<file path="src/rtl/light_sensor_regs.vh">
// register pointers, configuration fields, reset values and timing constants
`ifndef LIGHT_SENSOR_REGS_VH
`define LIGHT_SENSOR_REGS_VH

`define PTR_RESULT 8'h00
`define PTR_CONFIG 8'h01
`define PTR_UPPER 8'h02
`define PTR_LOWER 8'h03
`define PTR_MAKER 8'h7e

`define CFG_RANGE_HI 15
`define CFG_RANGE_LO 12
`define CFG_LONG 11
`define CFG_MODE_HI 10
`define CFG_MODE_LO 9
`define CFG_OVF 8
`define CFG_READY 7
`define CFG_HIGH 6
`define CFG_LOW 5
`define CFG_LATCH 4
`define CFG_POL 3
`define CFG_EXPMASK 2
`define CFG_WR_MASK 16'hfe1c

`define MODE_SHUTDOWN 2'h0
`define MODE_SINGLE 2'h1
`define MODE_CONT 2'h2

`define RANGE_MAX 4'hb
`define UPPER_RESET 16'hbfff
`define LOWER_RESET 16'h0000
`define CONFIG_RESET 16'h0000
`define SLAVE_ADDR 7'h45

`define CLK_HZ 50000000
`define CONV_SHORT_MS 100
`define CONV_LONG_MS 800
`define CONV_SHORT_CYC (`CONV_SHORT_MS * (`CLK_HZ / 1000))
`define CONV_LONG_CYC (`CONV_LONG_MS * (`CLK_HZ / 1000))

`endif

</file>
<file path="src/rtl/light_sensor.v">
// light sensor result encoding, limit flags, interrupt and two-wire slave
// Function
// RULE1 - result word: 4-bit exponent, 12-bit mantissa
// RULE2 - value is 1.2 nW times mantissa times 2^exp
// RULE3 - writable upper threshold, same format
// RULE4 - writable lower threshold, same format
// RULE5 - twelve doubling full-scale ranges, codes 0-11
// RULE6 - conversion time 100 ms or 800 ms
// RULE7 - mode 0 shutdown, 1 single, 2 continuous
// RULE8 - overflow flag when range is exceeded
// RULE9 - high flag when result above upper
// RULE10 - low flag when result below lower
// RULE11 - latched interrupt held until host clears
// RULE12 - interrupt polarity: 0 low, 1 high
// RULE13 - host sets active-low before relying on it
// RULE14 - exponent mask reports mantissa only
// RULE15 - 16-bit configuration word, read and write
// RULE16 - fixed 16-bit maker code on read
// RULE17 - unlatched interrupt follows current comparison
// RULE18 - single-shot converts once then shuts down
// RULE19 - all words moved as 16-bit values
`timescale 1ns/100ps
`default_nettype none
`include "light_sensor_regs.vh"

module light_sensor #(
	parameter [6:0] SLAVE_ADDR = `SLAVE_ADDR,
	// value is arbitrary
	parameter [15:0] MAKER_CODE = 16'h0a5c,
	parameter LIGHT_W = 24,
	parameter [31:0] CONV_SHORT_CYCLES = `CONV_SHORT_CYC,
	parameter [31:0] CONV_LONG_CYCLES = `CONV_LONG_CYC
) (
	input wire CLK_I,
	input wire RST_B_I,
	input wire [LIGHT_W-1:0] LIGHT_I,
	input wire SCL_I,
	input wire SDA_I,
	output reg SDA_O,
	output reg SDA_OE_O,
	output reg INT_O
);

	localparam S_IDLE = 3'h0;
	localparam S_ADDR = 3'h1;
	localparam S_PTR = 3'h2;
	localparam S_WDAT = 3'h3;
	localparam S_RDAT = 3'h4;

	// RULE2 linear value, 1.2 nW steps
	function [26:0] lin;
		input [15:0] w;
		begin
			lin = {15'h0000, w[11:0]} << w[15:12];
		end
	endfunction

	reg rst_meta;
	reg rst_n;
	reg scl_q;
	reg sda_q;
	reg [2:0] state;
	reg [3:0] bitcnt;
	reg ack_phase;
	reg byte_idx;
	reg [7:0] sh;
	reg [7:0] hi_byte;
	reg [7:0] ptr;
	reg [15:0] tx;
	reg [15:0] light_result;
	reg [15:0] upper_threshold;
	reg [15:0] lower_threshold;
	reg [15:0] config_word;
	reg [31:0] timer;
	reg ovf_f;
	reg ready_f;
	reg high_f;
	reg low_f;

	wire scl_rise = scl_i_rise(scl_q, SCL_I);
	wire scl_fall = scl_q & ~SCL_I;
	wire start_c = SCL_I & scl_q & sda_q & ~SDA_I;
	wire stop_c = SCL_I & scl_q & ~sda_q & SDA_I;
	wire [1:0] mode = config_word[`CFG_MODE_HI:`CFG_MODE_LO];
	wire latch_en = config_word[`CFG_LATCH];
	wire [3:0] range_req = config_word[`CFG_RANGE_HI:`CFG_RANGE_LO];

	function scl_i_rise;
		input prev;
		input cur;
		begin
			scl_i_rise = ~prev & cur;
		end
	endfunction

	// RULE16 register read mux
	function [15:0] rd_word;
		input [7:0] p;
		input [15:0] res;
		input [15:0] cfg;
		input [15:0] up;
		input [15:0] lo;
		begin
			case (p)
				`PTR_RESULT: rd_word = res;
				`PTR_CONFIG: rd_word = cfg;
				`PTR_UPPER: rd_word = up;
				`PTR_LOWER: rd_word = lo;
				`PTR_MAKER: rd_word = MAKER_CODE;
				default: rd_word = 16'h0000;
			endcase
		end
	endfunction

	// RULE5 codes above eleven act as the widest range
	wire [3:0] range = (range_req > `RANGE_MAX) ? `RANGE_MAX : range_req;
	wire [LIGHT_W-1:0] shifted = LIGHT_I >> range;
	// RULE8 counts that do not fit twelve bits overflow the range
	wire overflow = |shifted[LIGHT_W-1:12];
	wire [11:0] mant = overflow ? 12'hfff : shifted[11:0];
	// RULE1 exponent equals the selected range
	wire [15:0] full_word = {range, mant};
	wire [26:0] res_lin = lin(full_word);
	// RULE9 strict greater than
	wire cmp_high = res_lin > lin(upper_threshold);
	// RULE10 strict less than
	wire cmp_low = res_lin < lin(lower_threshold);
	// RULE6 conversion length
	wire [31:0] conv_len = config_word[`CFG_LONG] ? CONV_LONG_CYCLES : CONV_SHORT_CYCLES;
	wire conv_done = (mode != `MODE_SHUTDOWN) && (timer >= conv_len - 32'h1);

	wire rx_state = (state == S_ADDR) || (state == S_PTR) || (state == S_WDAT);
	wire cfg_write = scl_fall && ack_phase && (state == S_WDAT) && byte_idx
		&& (ptr == `PTR_CONFIG);
	// ready flag, and latched high and low flags, clear when the configuration word is loaded for a read
	wire cfg_read = scl_fall && ack_phase && (state == S_ADDR) && sh[0]
		&& (ptr == `PTR_CONFIG);

	wire [15:0] cfg_view = {config_word[15:9], ovf_f, ready_f, high_f, low_f,
		config_word[4:0]};
	wire [15:0] rd_now = rd_word(ptr, light_result, cfg_view, upper_threshold, lower_threshold);

	always @(posedge CLK_I or negedge RST_B_I)
	begin
		if (!RST_B_I)
		begin
			rst_meta <= 1'b0;
			rst_n <= 1'b0;
		end
		else
		begin
			rst_meta <= 1'b1;
			rst_n <= rst_meta;
		end
	end

	// two-wire slave: byte engine with pointer and 16-bit data words
	always @(posedge CLK_I or negedge rst_n)
	begin
		if (!rst_n)
		begin
			scl_q <= 1'b1;
			sda_q <= 1'b1;
			state <= S_IDLE;
			bitcnt <= 4'h0;
			ack_phase <= 1'b0;
			byte_idx <= 1'b0;
			sh <= 8'h00;
			hi_byte <= 8'h00;
			ptr <= `PTR_RESULT;
			tx <= 16'h0000;
			SDA_O <= 1'b0;
			SDA_OE_O <= 1'b0;
		end
		else
		begin
			scl_q <= SCL_I;
			sda_q <= SDA_I;
			SDA_O <= 1'b0;
			if (start_c)
			begin
				state <= S_ADDR;
				bitcnt <= 4'h0;
				ack_phase <= 1'b0;
				SDA_OE_O <= 1'b0;
			end
			else if (stop_c)
			begin
				state <= S_IDLE;
				ack_phase <= 1'b0;
				SDA_OE_O <= 1'b0;
			end
			else if (scl_rise)
			begin
				if (rx_state && !ack_phase)
				begin
					sh <= {sh[6:0], SDA_I};
					bitcnt <= bitcnt + 4'h1;
				end
				else if (state == S_RDAT && !ack_phase)
					bitcnt <= bitcnt + 4'h1;
				else if (state == S_RDAT && SDA_I)
					state <= S_IDLE;
			end
			else if (scl_fall && state != S_IDLE)
			begin
				if (!ack_phase && bitcnt == 4'h8)
				begin
					ack_phase <= 1'b1;
					if (state == S_RDAT)
						SDA_OE_O <= 1'b0;
					else if (state == S_ADDR && sh[7:1] != SLAVE_ADDR)
						state <= S_IDLE;
					else
						SDA_OE_O <= 1'b1;
				end
				else if (!ack_phase && state == S_RDAT)
				begin
					SDA_OE_O <= ~tx[15];
					tx <= {tx[14:0], 1'b0};
				end
				else if (ack_phase)
				begin
					ack_phase <= 1'b0;
					bitcnt <= 4'h0;
					SDA_OE_O <= 1'b0;
					case (state)
						S_ADDR:
						begin
							byte_idx <= 1'b0;
							if (sh[0])
							begin
								// RULE19 read word goes out high byte first
								state <= S_RDAT;
								// bit 15 goes out now, so the shifter starts at bit 14
								tx <= {rd_now[14:0], 1'b0};
								SDA_OE_O <= ~rd_now[15];
							end
							else
								state <= S_PTR;
						end
						S_PTR:
						begin
							ptr <= sh;
							byte_idx <= 1'b0;
							state <= S_WDAT;
						end
						S_WDAT:
						begin
							// RULE19 two bytes make one word, high first
							if (!byte_idx)
								hi_byte <= sh;
							byte_idx <= ~byte_idx;
						end
						S_RDAT:
						begin
							SDA_OE_O <= ~tx[15];
							tx <= {tx[14:0], 1'b0};
						end
						default: state <= S_IDLE;
					endcase
				end
			end
		end
	end

	// register writes, conversions, flags and interrupt
	always @(posedge CLK_I or negedge rst_n)
	begin
		if (!rst_n)
		begin
			light_result <= 16'h0000;
			upper_threshold <= `UPPER_RESET;
			lower_threshold <= `LOWER_RESET;
			config_word <= `CONFIG_RESET;
			timer <= 32'h0;
			ovf_f <= 1'b0;
			ready_f <= 1'b0;
			high_f <= 1'b0;
			low_f <= 1'b0;
			INT_O <= 1'b1;
		end
		else
		begin
			if (scl_fall && ack_phase && state == S_WDAT && byte_idx)
			begin
				// RULE3 upper threshold write
				if (ptr == `PTR_UPPER)
					upper_threshold <= {hi_byte, sh};
				// RULE4 lower threshold write
				if (ptr == `PTR_LOWER)
					lower_threshold <= {hi_byte, sh};
			end
			// a configuration write restarts the conversion in progress
			if (cfg_write || mode == `MODE_SHUTDOWN || conv_done)
				timer <= 32'h0;
			else
				timer <= timer + 32'h1;
			if (cfg_write)
				// RULE15 writable configuration fields
				config_word <= {hi_byte, sh} & `CFG_WR_MASK;
			// RULE18 single-shot falls back to shutdown
			else if (conv_done && mode == `MODE_SINGLE)
				config_word[`CFG_MODE_HI:`CFG_MODE_LO] <= `MODE_SHUTDOWN;
			// RULE7 any mode but shutdown converts
			if (conv_done)
			begin
				// RULE14 masked word carries the mantissa only
				light_result <= config_word[`CFG_EXPMASK] ? {4'h0, mant} : full_word;
				ovf_f <= overflow;
				ready_f <= 1'b1;
				// RULE11 latched flags stay set, a new event wins over the clear
				high_f <= (latch_en & high_f & ~cfg_read) | cmp_high;
				low_f <= (latch_en & low_f & ~cfg_read) | cmp_low;
			end
			else if (cfg_read)
			begin
				ready_f <= 1'b0;
				// RULE17 unlatched flags follow only the comparison
				if (latch_en)
				begin
					high_f <= 1'b0;
					low_f <= 1'b0;
				end
			end
			// RULE12 polarity applied to the interrupt state
			INT_O <= config_word[`CFG_POL] ? (high_f | low_f) : ~(high_f | low_f);
		end
	end

endmodule

`default_nettype wire

</file>
<file path="config.mk">
export PLATFORM = sky130hd
export DESIGN_NAME = light_sensor
export DESIGN_NICKNAME = d
export VERILOG_FILES = /design/src/rtl/light_sensor.v
export VERILOG_INCLUDE_DIRS = /design/src /design/src/rtl
export SDC_FILE = /design/constraint.sdc
export NUM_CORES = 1
export LEC_CHECK = 0
export BUFFER_PORTS_ARGS = -buffer_cell sky130_fd_sc_hd__buf_2
export CAP_MARGIN = 10
export CORE_MARGIN = 2
export CORE_UTILIZATION = 40
export CTS_CLUSTER_SIZE = 24
export DETAILED_ROUTE_END_ITERATION = 16
export PLACE_DENSITY_LB_ADDON = 0.08
export REMOVE_ABC_BUFFERS = 1
export SLEW_MARGIN = 25
export SYNTH_ARGS = -nofsm -noshare
export SYNTH_HDL_FRONTEND = slang
export SYNTH_SLANG_ARGS = --single-unit
</file>
<file path="constraint.sdc">
create_clock -name CLK_I -period 6.51 [get_ports CLK_I]
set_clock_uncertainty 0.2 [all_clocks]
set_input_delay 0.9765 -clock CLK_I [delete_from_list [all_inputs] [get_ports CLK_I]]
set_output_delay 0.9765 -clock CLK_I [all_outputs]
set_load 0.05 [all_outputs]
</file>
# ---- After elaboration in Yosys (flattened, before gate mapping)
# Index checks and enable logic that the tools add are counted.
dict set report word_totals {
  register_bits 149
  output_inout_bits 3
  wordCells 199
}
dict set report op_classes {
  n_addsub 3
  magnitude_cmp 4
  n_eq_ne 25
  shifts 4
  n_mux 60
  bitwise 28
  reduce_logical 51
}
# operator n
set op_table {}
lappend op_table {{<< shifter 12 x 4 -> 27 bit} 3}
lappend op_table {{case mux 16 bit (5 select lines)} 1}
lappend op_table {{2-to-1 mux 16 bit} 4}
lappend op_table {{2-to-1 mux 4 bit} 10}
lappend op_table {{2-to-1 mux 3 bit} 13}
lappend op_table {{adder 32 x 1 -> 32 bit (second input constant)} 1}
lappend op_table {{greater-or-equal comparator 32 bit} 1}
lappend op_table {{2-to-1 mux 32 bit} 1}
lappend op_table {{case mux 16 bit (2 select lines)} 1}
lappend op_table {{> comparator 27 bit} 1}
lappend op_table {{< comparator 27 bit} 1}
lappend op_table {{subtractor 26 x 1 -> 27 bit (second input constant)} 1}
lappend op_table {{2-to-1 mux 26 bit} 1}
lappend op_table {{AND reduction 8 bit} 3}
lappend op_table {{>> shifter 24 x 4 -> 24 bit} 1}
lappend op_table {{2-to-1 mux 1 bit} 23}
lappend op_table {{AND reduction 9 bit} 2}
lappend op_table {{== test 8 x 2 -> 1 bit (second input constant)} 2}
lappend op_table {{logical AND 1 bit} 15}
lappend op_table {{nonzero test 3 bit} 5}
lappend op_table {{NOT 1 bit} 14}
lappend op_table {{2-to-1 mux 12 bit} 1}
lappend op_table {{nonzero test 2 bit} 6}
lappend op_table {{OR reduction 12 bit} 1}
lappend op_table {{36 further kinds} 63}

# ---- Logic depth before layout (Yosys ltp)
# Gate-level depths: netlist of run 1.
dict set report depth {
  ltp_word 12
  depth_mapped 21
  depth_no_buf 17
}

# ---- Worst setup path after synthesis of run 1
# No wires, ideal clock.
dict set report synth_timing {
  path_kind {input to register}
  from {input LIGHT_I[18]}
  to {register low_f}
  setup_time_ns 0.066
  t_arrival_ns 4.121
  t_required_ns 6.244
  path_slack_ns 2.123
  cell_stages 17
  path_buffers 0
  cell_sequence {or3_1 > a211o_1 > o221ai_1 > nand4_1 > a311oi_1 > o21ai_0 > nand3b_1 > o221ai_1 > ha_1 > a21o_1 > a211oi_1 > o21bai_1 > a21oi_1 > nor2_1 > o22a_1 > o31ai_1 > a31o_1}
}
dict set report synth_via {
  elab_chain_cells 7
}
# element line_no
set synth_rtl {}
lappend synth_rtl {{from (decl)} light_sensor.v:36} ;# input wire [LIGHT_W-1:0] LIGHT_I,
lappend synth_rtl {{>> shifter 24 x 4 -> 24 bit (*)} light_sensor.v:117} ;# wire [LIGHT_W-1:0] shifted = LIGHT_I >> range;
lappend synth_rtl {{OR reduction 12 bit} light_sensor.v:119} ;# wire overflow = |shifted[LIGHT_W-1:12];
lappend synth_rtl {{2-to-1 mux 12 bit (*)} light_sensor.v:120} ;# wire [11:0] mant = overflow ? 12'hfff : shifted[11:0];
lappend synth_rtl {{<< shifter 12 x 4 -> 27 bit (*)} light_sensor.v:54} ;# lin = {15'h0000, w[11:0]} << w[15:12];
lappend synth_rtl {{< comparator 27 bit (*)} light_sensor.v:127} ;# wire cmp_low = res_lin < lin(lower_threshold);
lappend synth_rtl {{bitwise OR 1 bit (*)} light_sensor.v:314} ;# low_f <= (latch_en & low_f & ~cfg_read) | cmp_low;
lappend synth_rtl {{2-to-1 mux 1 bit (*)} light_sensor.v:306} ;# if (conv_done)
lappend synth_rtl {{to (signal assigned)} light_sensor.v:314}
lappend synth_rtl {{to (decl)} light_sensor.v:78} ;# reg low_f;
# Mark *: on every way between the ends. The rest lies on a longest branch, timed or not.
# A chain may end at the register's enable or synchronous reset.

# ---- Worst setup path in the final report of run 1
dict set report layout_timing {
  from {register config_word[12]}
  to {register low_f}
}
dict set report layout_via {
  elab_chain_cells 9
}
# element line_no
set layout_rtl {}
lappend layout_rtl {{from (decl)} light_sensor.v:73} ;# reg [15:0] config_word;
lappend layout_rtl {{from (signal assigned)} light_sensor.v:275} ;# config_word <= `CONFIG_RESET;
lappend layout_rtl {{from (signal assigned)} light_sensor.v:301} ;# config_word <= {hi_byte, sh} & `CFG_WR_MASK;
lappend layout_rtl {{from (signal, indexed assignment)} light_sensor.v:304} ;# config_word[`CFG_MODE_HI:`CFG_MODE_LO] <= `MODE_SHUTDOWN;
lappend layout_rtl {{> comparator 4 bit (no line)} --}
lappend layout_rtl {{2-to-1 mux 4 bit (*)} light_sensor.v:116} ;# wire [3:0] range = (range_req > `RANGE_MAX) ? `RANGE_MAX : range_req;
lappend layout_rtl {{>> shifter 24 x 4 -> 24 bit} light_sensor.v:117}
lappend layout_rtl {{OR reduction 12 bit} light_sensor.v:119}
lappend layout_rtl {{2-to-1 mux 12 bit} light_sensor.v:120}
lappend layout_rtl {{<< shifter 12 x 4 -> 27 bit (*)} light_sensor.v:54}
lappend layout_rtl {{< comparator 27 bit (*)} light_sensor.v:127}
lappend layout_rtl {{bitwise OR 1 bit (*)} light_sensor.v:314}
lappend layout_rtl {{2-to-1 mux 1 bit (*)} light_sensor.v:306}
# Marked as above.

==> key figures, run 1 <==
Outcome
  – Status: completed

Setup path
  – Number of buffers and inverters on the critical path: 0
  – Sequence of cells on the critical path: a21o_1 > o32a_1 > a21oi_1 > a2111oi_0 > a211oi_1 > a31oi_1 > nor2_1 > nor2_1 > ha_1 > nand2_1 > nor2_1 > a2111oi_0 > o21ai_0 > o22a_1 > o31ai_1 > a31o_1
  – Category of the worst setup path launch point: flop
  – Library cell appearing most often on the critical path: sky130_fd_sc_hd__nor2_1
  – Launch point of the worst path: config_word[12]$_DFFE_PN0P_
  – Slowest library cell on the worst path: sky130_fd_sc_hd__dfrtp_1
  – Crit path DAT: 5.62 ns
  – Data required, critical path: 6.69 ns
  – Crit Path Category: flop to flop
  – Largest stage delay on the critical path: 0.88 ns
  – Crit path max fanout: 28
  – RR Startpoint: config_word[12]$_DFFE_PN0P_
  – CP delay by family, top: compound AO/OA/AOI/OAI gates
  – Critical path endpoint category: flop

Floorplan
  – Area of the die: 29760 sq um
  – Horiz. Die Dim: 172.5 um
  – Area of the core region: 27860 sq um
  – Initial cell density of the core: 40.77%
  – FP Rows: 61
  – Die Height: 172.5 um
  – Number of top-level design ports: 31

Drt
  – Length of routed met3 wiring: 1759 um
  – Final routed wire length divided by cell count: 21.06 um
  – Number of iterations in the first detailed-routing pass: 6
  – Detailed-routing wirelength on met1: 16660 um
  – Uppermost signal routing layer after detailed routing: met4
  – Wirelength, routed: 34200 um
  – Vias per cell: 5.910
  – Post-route DRC: 0
  – Met2 wire len: 15100 um
  – Count of antenna-violating nets left after detailed routing: 0
  – Via count: 9598
  – First-iteration detailed-routing DRC count: 923

STA
  – Setup violations, final: 0
  – Relative slew margins: 30.77%
  – Fin. Hold Viols: 0
  – Unrepaired setup endpoints after global routing: false
  – Clock period minus final worst setup slack: 5.445 ns
  – Final worst path period share: 83.65%
  – Total Neg Setup Slack: 0 ns
  – Slew @ Worst Pin: 1.039 ns
  – Number of pins exceeding their max-slew limit in the final report: 0
  – Highest clock frequency the design can meet: 183.6 MHz

Place
  – Half-perimeter wire length of the detailed placement result: 25130 um
  – Number of I/O port buffers: 29
  – Final weighted congestion of routability-driven global placement: 0.8670

Logic synthesis
  – Register bit count reported by yosys: 148
  – Syn Inst Count: 1233
  – Synthesized area divided by synthesized cell count: 9.211 sq um
  – Cell variety after synth: 80
  – Biggest area contributors in the synthesized netlist: sky130_fd_sc_hd__dfrtp_1 29%, sky130_fd_sc_hd__mux2_2 8.2%, sky130_fd_sc_hd__ha_1 7.1%, sky130_fd_sc_hd__mux2i_1 4.8%, sky130_fd_sc_hd__dfstp_2 4.2%
  – Most common flop cell mapped by yosys: sky130_fd_sc_hd__dfrtp_1
  – Most frequent cells after synthesis: 130 x sky130_fd_sc_hd__dfrtp_1, 120 x sky130_fd_sc_hd__nor2_1, 107 x sky130_fd_sc_hd__nand2_1, 83 x sky130_fd_sc_hd__mux2_2, 80 x sky130_fd_sc_hd__a21oi_1
  – Sequential share of the synthesized area: 32.81%
  – Most frequent cell after synthesis: sky130_fd_sc_hd__dfrtp_1
  – Post-Synthesis Cell Area: 11360 sq um
  – Synth warn: 0
  – Biggest area consumer among synthesized cells: sky130_fd_sc_hd__dfrtp_1
  – Number of enable-type register cells in the synthesized netlist: 0
  – Top cell type's share of synthesized area: 28.64%
  – Fraction of registers with async set or reset after synthesis: 100.0%

Final layout
  – Number of filler cells placed in the layout: 2735
  – Area of combinational cells with multiple inputs: 7213 sq um
  – Antenna Diode Count: 0
  – Register Area: 3731 sq um
  – Share of layout cells above drive strength 1: 17.98%
  – NumNets Final: 1325
  – Area growth from synthesis to layout: 9.001%
  – Final standard cell utilization of the core: 44.44%

Clocking
  – Largest buffer count on any clock path: 2
  – TritonCTS clock tree: done
  – Clock buffers created by TritonCTS: 17
  – Worst-Skew Late Latency: 0.44 ns
  – Deepest level of the CTS H-tree: 4
  – Count of hold-fix buffers inserted at cts: 0
  – Post-CTS Setup Inserts: 0
  – Count of instances resized after the clock tree is built: 0
  – Clk root buf: sky130_fd_sc_hd__clkbuf_16
  – Clk slew on worst S/H paths: 0.07 ns
  – CTS Sinks: 148

GRT
  – Wire length of the first global-routing pass: 53680 um
  – Total gr overflow: 0
  – Antenna violations before repair: 0
  – Pin count of the biggest net entering global routing: 68
  – Total routing usage reported by global routing: 23.12%
  – Vias in the first global route: 9120

Flow run
  – # Max-Cap Violations: 0

Power and ir drop
  – VDD IR max: 0.0001724 V
  – Leakage component of the power: 5.099 nW
  – Power per standard cell area: 198.9 nW/um^2

Min path
  – Tightest Hold Check Type: flop to async pin
## where the power goes
part | internal, mW | switching, mW | leakage, nW
registers | 1.02 | 0.132 | 1.83
clock network | 0.581 | 0.395 | 0.276
logic | 0.156 | 0.179 | 2.99
total | 1.76 | 0.705 | 5.10
## layout make-up
| class | instances | area share, % |
|---|---|---|
| flip-flops and latches | 148 | 30.14 |
| repair buffers | 49 | 2.547 |
| inverters | 20 | 0.6064 |
| well taps | 378 | 3.820 |
| clock inverters | 10 | 0.8692 |
| multi-input cells | 997 | 58.27 |
| clock buffers | 22 | 3.750 |
## cell families (layout without fill, tap and decap cells)
logic type / Yosys count / in the layout / share of synthesized area [%]
AND/OR/NAND/NOR: 388 / 388 / 16.19
flip-flops: 148 / 148 / 32.81
multiplexers: 156 / 156 / 16.65
AO/OA/AOI/OAI: 344 / 344 / 20.62
buffers and inverters: 101 / 101 / 4.274
XOR/XNOR: 29 / 29 / 2.236
other: 2 / 15 / 0.06613
adder cells (fa/ha/maj): 65 / 65 / 7.150
## placed cells by master, fill, tap and decap left out, types with 24 or more instances in the layout
cell                         n
sky130_fd_sc_hd__dfrtp_1   128
sky130_fd_sc_hd__mux2_2     83
sky130_fd_sc_hd__mux2i_1    55
sky130_fd_sc_hd__nand2_1   107
sky130_fd_sc_hd__a211oi_1   24
sky130_fd_sc_hd__buf_2      29
sky130_fd_sc_hd__a21oi_1    80
sky130_fd_sc_hd__ha_1       64
sky130_fd_sc_hd__nand3_1    35
sky130_fd_sc_hd__nor2_1    119
sky130_fd_sc_hd__o21ai_0    60
sky130_fd_sc_hd__a22oi_1    28
## stage by stage
step	instance area [sq um]	hold slack, ns	setup slack (ns)	std cells	total power [mW]
after floorplan	11000	0.1312	1.457	1165	1.361
after global placement	11780	0.1236	1.285	1591	1.499
after detailed placement	11780	0.1267	1.178	1591	1.502
after CTS	12350	0.1046	1.171	1623	2.486
after global routing	12380	0.1094	0.6916	1624	2.586
final	12380	0.1077	1.065	1624	2.462
## registers in the layout (all words and copies together), names as in the netlist, 8 cells and up
name / flops
tx: 15
lower_threshold: 16
hi_byte: 8
ptr: 8
light_result: 16
config_word: 10
sh: 8
upper_threshold: 16
timer: 32
## final timing paths
check | to | slack [ns] | cells past startpoint
min in group CLK_I | rst_n$_DFF_PN0_ | 0.16 | 0
min reg2reg | sh[4]$_DFFE_PN0P_ | 0.11 | 0
min | sh[4]$_DFFE_PN0P_ | 0.11 | 0
max reg2reg | low_f$_DFFE_PN0P_ | 1.06 | 16
max in group asynchronous | timer[8]$_DFF_PN0_ | 4.76 | 1
max | low_f$_DFFE_PN0P_ | 1.06 | 16
## worst register-to-register path: stages (launching register included)
cell and delay, ns:
sky130_fd_sc_hd__dfrtp_1 0.88, sky130_fd_sc_hd__a21o_1 0.82, sky130_fd_sc_hd__o32a_1 0.34, sky130_fd_sc_hd__a21oi_1 0.13, sky130_fd_sc_hd__a2111oi_0 0.70, sky130_fd_sc_hd__a211oi_1 0.11
sky130_fd_sc_hd__a31oi_1 0.30, sky130_fd_sc_hd__nor2_1 0.09, sky130_fd_sc_hd__nor2_1 0.25, sky130_fd_sc_hd__ha_1 0.28, sky130_fd_sc_hd__nand2_1 0.08, sky130_fd_sc_hd__nor2_1 0.06
sky130_fd_sc_hd__a2111oi_0 0.41, sky130_fd_sc_hd__o21ai_0 0.16, sky130_fd_sc_hd__o22a_1 0.24, sky130_fd_sc_hd__o31ai_1 0.21, sky130_fd_sc_hd__a31o_1 0.13
## layer usage
| metal | vias to the layer above | track usage, % |
|---|---|---|
| li1 | 4581 | - |
| met1 | 4696 | 34.07 |
| met2 | 282 | 34.89 |
| met3 | 39 | 3.515 |
| met4 | 0 | 6.873 |
| met5 | - | 0 |
No activity file was read; power rests on OpenSTA's default activity.
==> inputs of run 2 (changes only) <==
ABC_AREA = 1   (was not set)
clock period = 5.1 ns   (was 6.51 ns; I/O delays follow)
==> key figures, run 2 <==
Outcome
  – Status: completed

Setup path
  – Category of the worst setup path launch point: flop
  – Register-to-register setup slack: 0.47 ns (-0.59 ns)
  – Data required, critical path: 5.20 ns (-1.49 ns)
  – Crit path DAT: 4.73 ns (-0.89 ns)
  – Library cell appearing most often on the critical path: sky130_fd_sc_hd__o21ai_0
  – Largest stage delay on the critical path: 0.48 ns (-0.40 ns)
  – CP delay by family, top: compound AO/OA/AOI/OAI gates
  – Number of buffers and inverters on the critical path: 4 (+4)
  – Critical path endpoint category: flop
  – Slowest library cell on the worst path: sky130_fd_sc_hd__dfrtp_1
  – Crit path max fanout: 26 (-7.1%)
  – Crit Path Category: flop to flop
  – Reg2reg end: high_f$_DFFE_PN0P_
  – Number of cells traversed by the worst register-to-register path: 28 (+12)
  – RR Startpoint: config_word[14]$_DFFE_PN0P_

Logic synthesis
  – Synth warn: 0 (unchanged)
  – Multiplexer share of the synthesized area: 1.200% (-15 points)
  – Sequential share of the synthesized area: 34.37% (+1.6 points)
  – Xor and xnor fraction of the mapped netlist area: 1.050% (-1.2 points)
  – Most common flop cell mapped by yosys: sky130_fd_sc_hd__dfrtp_1
  – Post-Synthesis Cell Area: 10840 sq um (-4.5%)
  – Syn Inst Count: 1521 (+23%)
  – Biggest area contributors in the synthesized netlist: sky130_fd_sc_hd__dfrtp_1 30%, sky130_fd_sc_hd__nand2_1 13%, sky130_fd_sc_hd__o21ai_0 9.0%, sky130_fd_sc_hd__ha_1 7.4%, sky130_fd_sc_hd__inv_1 5.0%
  – Number of enable-type register cells in the synthesized netlist: 0 (unchanged)
  – Fraction of the mapped netlist area in compound gates: 20.81% (+0.19 points)
  – Simple-Gate Fraction of Synth Area: 26.25% (+10 points)
  – Top cell type's share of synthesized area: 30.01% (+1.4 points)
  – Register bit count reported by yosys: 148 (unchanged)
  – Most frequent cells after synthesis: 376 x sky130_fd_sc_hd__nand2_1, 195 x sky130_fd_sc_hd__o21ai_0, 144 x sky130_fd_sc_hd__inv_1, 130 x sky130_fd_sc_hd__dfrtp_1, 106 x sky130_fd_sc_hd__nor2_1
  – Fraction of registers with async set or reset after synthesis: 100.0% (unchanged)
  – Biggest area consumer among synthesized cells: sky130_fd_sc_hd__dfrtp_1
  – Cell variety after synth: 61 (-24%)
  – Most frequent cell after synthesis: sky130_fd_sc_hd__nand2_1
  – Synthesized area divided by synthesized cell count: 7.127 sq um (-23%)
  – Arithmetic-cell share of the synthesized area counting full adders, half adders and majority gates: 7.387% (+0.24 points)
  – Dominant combinational cell family by area after synthesis: simple AND/OR/NAND/NOR gates

Drt
  – First-iteration detailed-routing DRC count: 817 (-11%)
  – Vias per cell: 5.440 (-8.0%)
  – Post-route DRC: 0 (unchanged)
  – Number of iterations in the first detailed-routing pass: 5 (-1)
  – Count of antenna-violating nets left after detailed routing: 0 (unchanged)
  – Final routed wire length divided by cell count: 17.50 um (-17%)
  – Wirelength, routed: 33160 um (-3.0%)
  – Via count: 10310 (+7.4%)

STA
  – Worst hold slack: 0.08213 ns (-0.02558 ns)
  – Total Neg Setup Slack: 0 ns (unchanged)
  – Number of pins exceeding their max-slew limit in the final report: 0 (unchanged)
  – Relative slew margins: 31.58% (+0.82 points)
  – Setup violations, final: 0 (unchanged)
  – Unrepaired setup endpoints after global routing: false
  – Clock period minus final worst setup slack: 4.630 ns (-0.8155 ns)
  – Fin. Hold Viols: 0 (unchanged)
  – Highest clock frequency the design can meet: 216.0 MHz (+18%)
  – Slew @ Worst Pin: 1.018 ns (-0.02009 ns)
  – Final worst path period share: 90.78% (+7.1 points)

Clocking
  – Largest buffer count on any clock path: 2 (unchanged)
  – Clk slew on worst S/H paths: 0.07 ns (about the same)
  – Clock buffers created by TritonCTS: 17 (unchanged)
  – TritonCTS clock tree: done
  – Post-CTS Setup Inserts: 0 (unchanged)
  – CTS Sinks: 148 (unchanged)
  – Clk root buf: sky130_fd_sc_hd__clkbuf_16
  – Worst-Skew Late Latency: 0.43 ns (about the same)
  – Deepest level of the CTS H-tree: 4 (unchanged)

GRT
  – Global-route track usage on met2: 36.41% (+1.5 points)
  – Global Route met1 Usage: 35.27% (+1.2 points)
  – Antenna violations before repair: 0 (unchanged)
  – Pin count of the biggest net entering global routing: 46 (-32%)
  – Highest-utilization routing layer at the global route stage: met2
  – Vias in the first global route: 9515 (+4.3%)
  – Wire length of the first global-routing pass: 53110 um (-1.1%)
  – Total gr overflow: 0 (unchanged)
  – Total routing usage reported by global routing: 23.77% (+0.65 points)
  – Global Route met3 Usage: 3.203% (-0.31 points)

Final layout
  – Share of layout cells above drive strength 1: 10.36% (-7.6 points)
  – Area growth from synthesis to layout: 10.23%
  – Register with the highest flop count: timer
  – Number of flip-flops in the largest register: 32 (unchanged)
  – Most frequent standard cell in the layout excluding fill and tap cells: sky130_fd_sc_hd__nand2_1
  – Most frequent cells in the layout: 376 x sky130_fd_sc_hd__nand2_1, 192 x sky130_fd_sc_hd__o21ai_0, 144 x sky130_fd_sc_hd__inv_1
  – Antenna Diode Count: 0 (unchanged)
  – Number of filler cells placed in the layout: 2843 (+3.9%)
  – NumNets Final: 1633 (+23%)

Floorplan
  – Horiz. Die Dim: 168.6 um (-2.2%)
  – Number of top-level design ports: 31 (unchanged)
  – Initial cell density of the core: 40.45% (-0.32 points)
  – FP Rows: 60 (-1.6%)
  – Die Height: 168.6 um (-2.2%)
  – Area of the core region: 26800 sq um (-3.8%)
  – Area of the die: 28430 sq um (-4.4%)

Power and ir drop
  – Part of the power in combinational logic: 14.8% (+1.2 points)
  – Part of the power in the clock network: 41.1% (+1.5 points)
  – Switching component of the power: 0.9336 mW (+32%)
  – Power per standard cell area: 255.8 nW/um^2 (+29%)
  – Fraction of power spent switching nets: 30.54% (+1.9 points)
  – Leakage component of the power: 5.432 nW (+6.5%)
  – VDD IR max: 0.0002222 V (+29%)
  – Cell Int Power: 2.123 mW (+21%)
  – Flop pwr share: 44.1% (-2.7 points)

Place
  – Number of I/O port buffers: 29 (unchanged)
  – Final weighted congestion of routability-driven global placement: 0.9409 (+8.5%)
  – Half-perimeter wire length of the detailed placement result: 25500 um (+1.5%)

Flow run
  – # Max-Cap Violations: 0 (unchanged)

Min path
  – Tightest Hold Check Type: flop to async pin
## run 2: worst max path at each step
stage | from | slack [ns] | endpoint | depth (start not counted)
finish | config_word[14]$_DFFE_PN0P_ | 0.47 | high_f$_DFFE_PN0P_ | 28
global route | config_word[14]$_DFFE_PN0P_ | 0.05 | high_f$_DFFE_PN0P_ | 27
CTS | config_word[14]$_DFFE_PN0P_ | 0.34 | high_f$_DFFE_PN0P_ | 24
detailed placement | config_word[14]$_DFFE_PN0P_ | 0.34 | high_f$_DFFE_PN0P_ | 24
global placement | config_word[14]$_DFFE_PN0P_ | 0.42 | high_f$_DFFE_PN0P_ | 24
floorplan | config_word[15]$_DFFE_PN0P_ | 0.29 | high_f$_DFFE_PN0P_ | 28
## run 2: metrics by stage
step / cell area, sq um / total power, mW / util (%) / setup slack [ns] / instances
after global routing: 11950 / 3.208 / 44.58 / 0.05179 / 1895
final: 11950 / 3.057 / 44.58 / 0.4702 / 1895
after detailed placement: 11330 / 1.818 / 42.26 / 0.3422 / 1861
after floorplan: 10520 / 1.651 / - / 0.2932 / 1464
after CTS: 11920 / 3.086 / 44.49 / 0.3412 / 1894
after global placement: 11300 / 1.811 / 42.16 / 0.4160 / 1860
## run 2: logic make-up (layout without fill, tap and decap cells)
logic type,count (synthesis),after routing
AND/OR/NAND/NOR,651,652
AO/OA/AOI/OAI,402,402
buffers and inverters,228,247
flip-flops,148,148
adder cells (fa/ha/maj),64,64
XOR/XNOR,13,13
multiplexers,13,13
other,2,15
## run 2: repair_timing
item | CTS | global route
endpoints found under the setup margin | 0 | 1
hold buffers | 1 | 0
gates resized for setup | 0 | 5
endpoints found under the hold margin | 2 | 0
## run 2: cell type report
type	instances	area (sq um)	share of cell area, %
Clock buffer	19	452.9	3.791
Clock inverter	13	135.1	1.131
Inverter	158	593.1	4.963
Multi-Input combinational cell	1159	6233	52.17
Sequential cell	148	3730	31.21
Tap cell	341	426.7	3.571
Timing Repair Buffer	57	377.9	3.162
## run 2: power by group through the flow
stage / Combinational, mW / Clock, mW / Sequential [mW]
after floorplan: 0.279 / 0 / 1.37
after global placement: 0.439 / 0 / 1.37
after detailed placement: 0.451 / 0 / 1.37
after CTS: 0.454 / 1.29 / 1.35
after global routing: 0.514 / 1.33 / 1.36
final: 0.453 / 1.26 / 1.35
## run 2: metal layers
| layer | up-vias | wire [um] |
|---|---|---|
| met5 | - | 0 |
| met2 | 262 | 14270 |
| met4 | 0 | 648 |
| met1 | 4847 | 16580 |
| met3 | 32 | 1666 |
| li1 | 5167 | - |
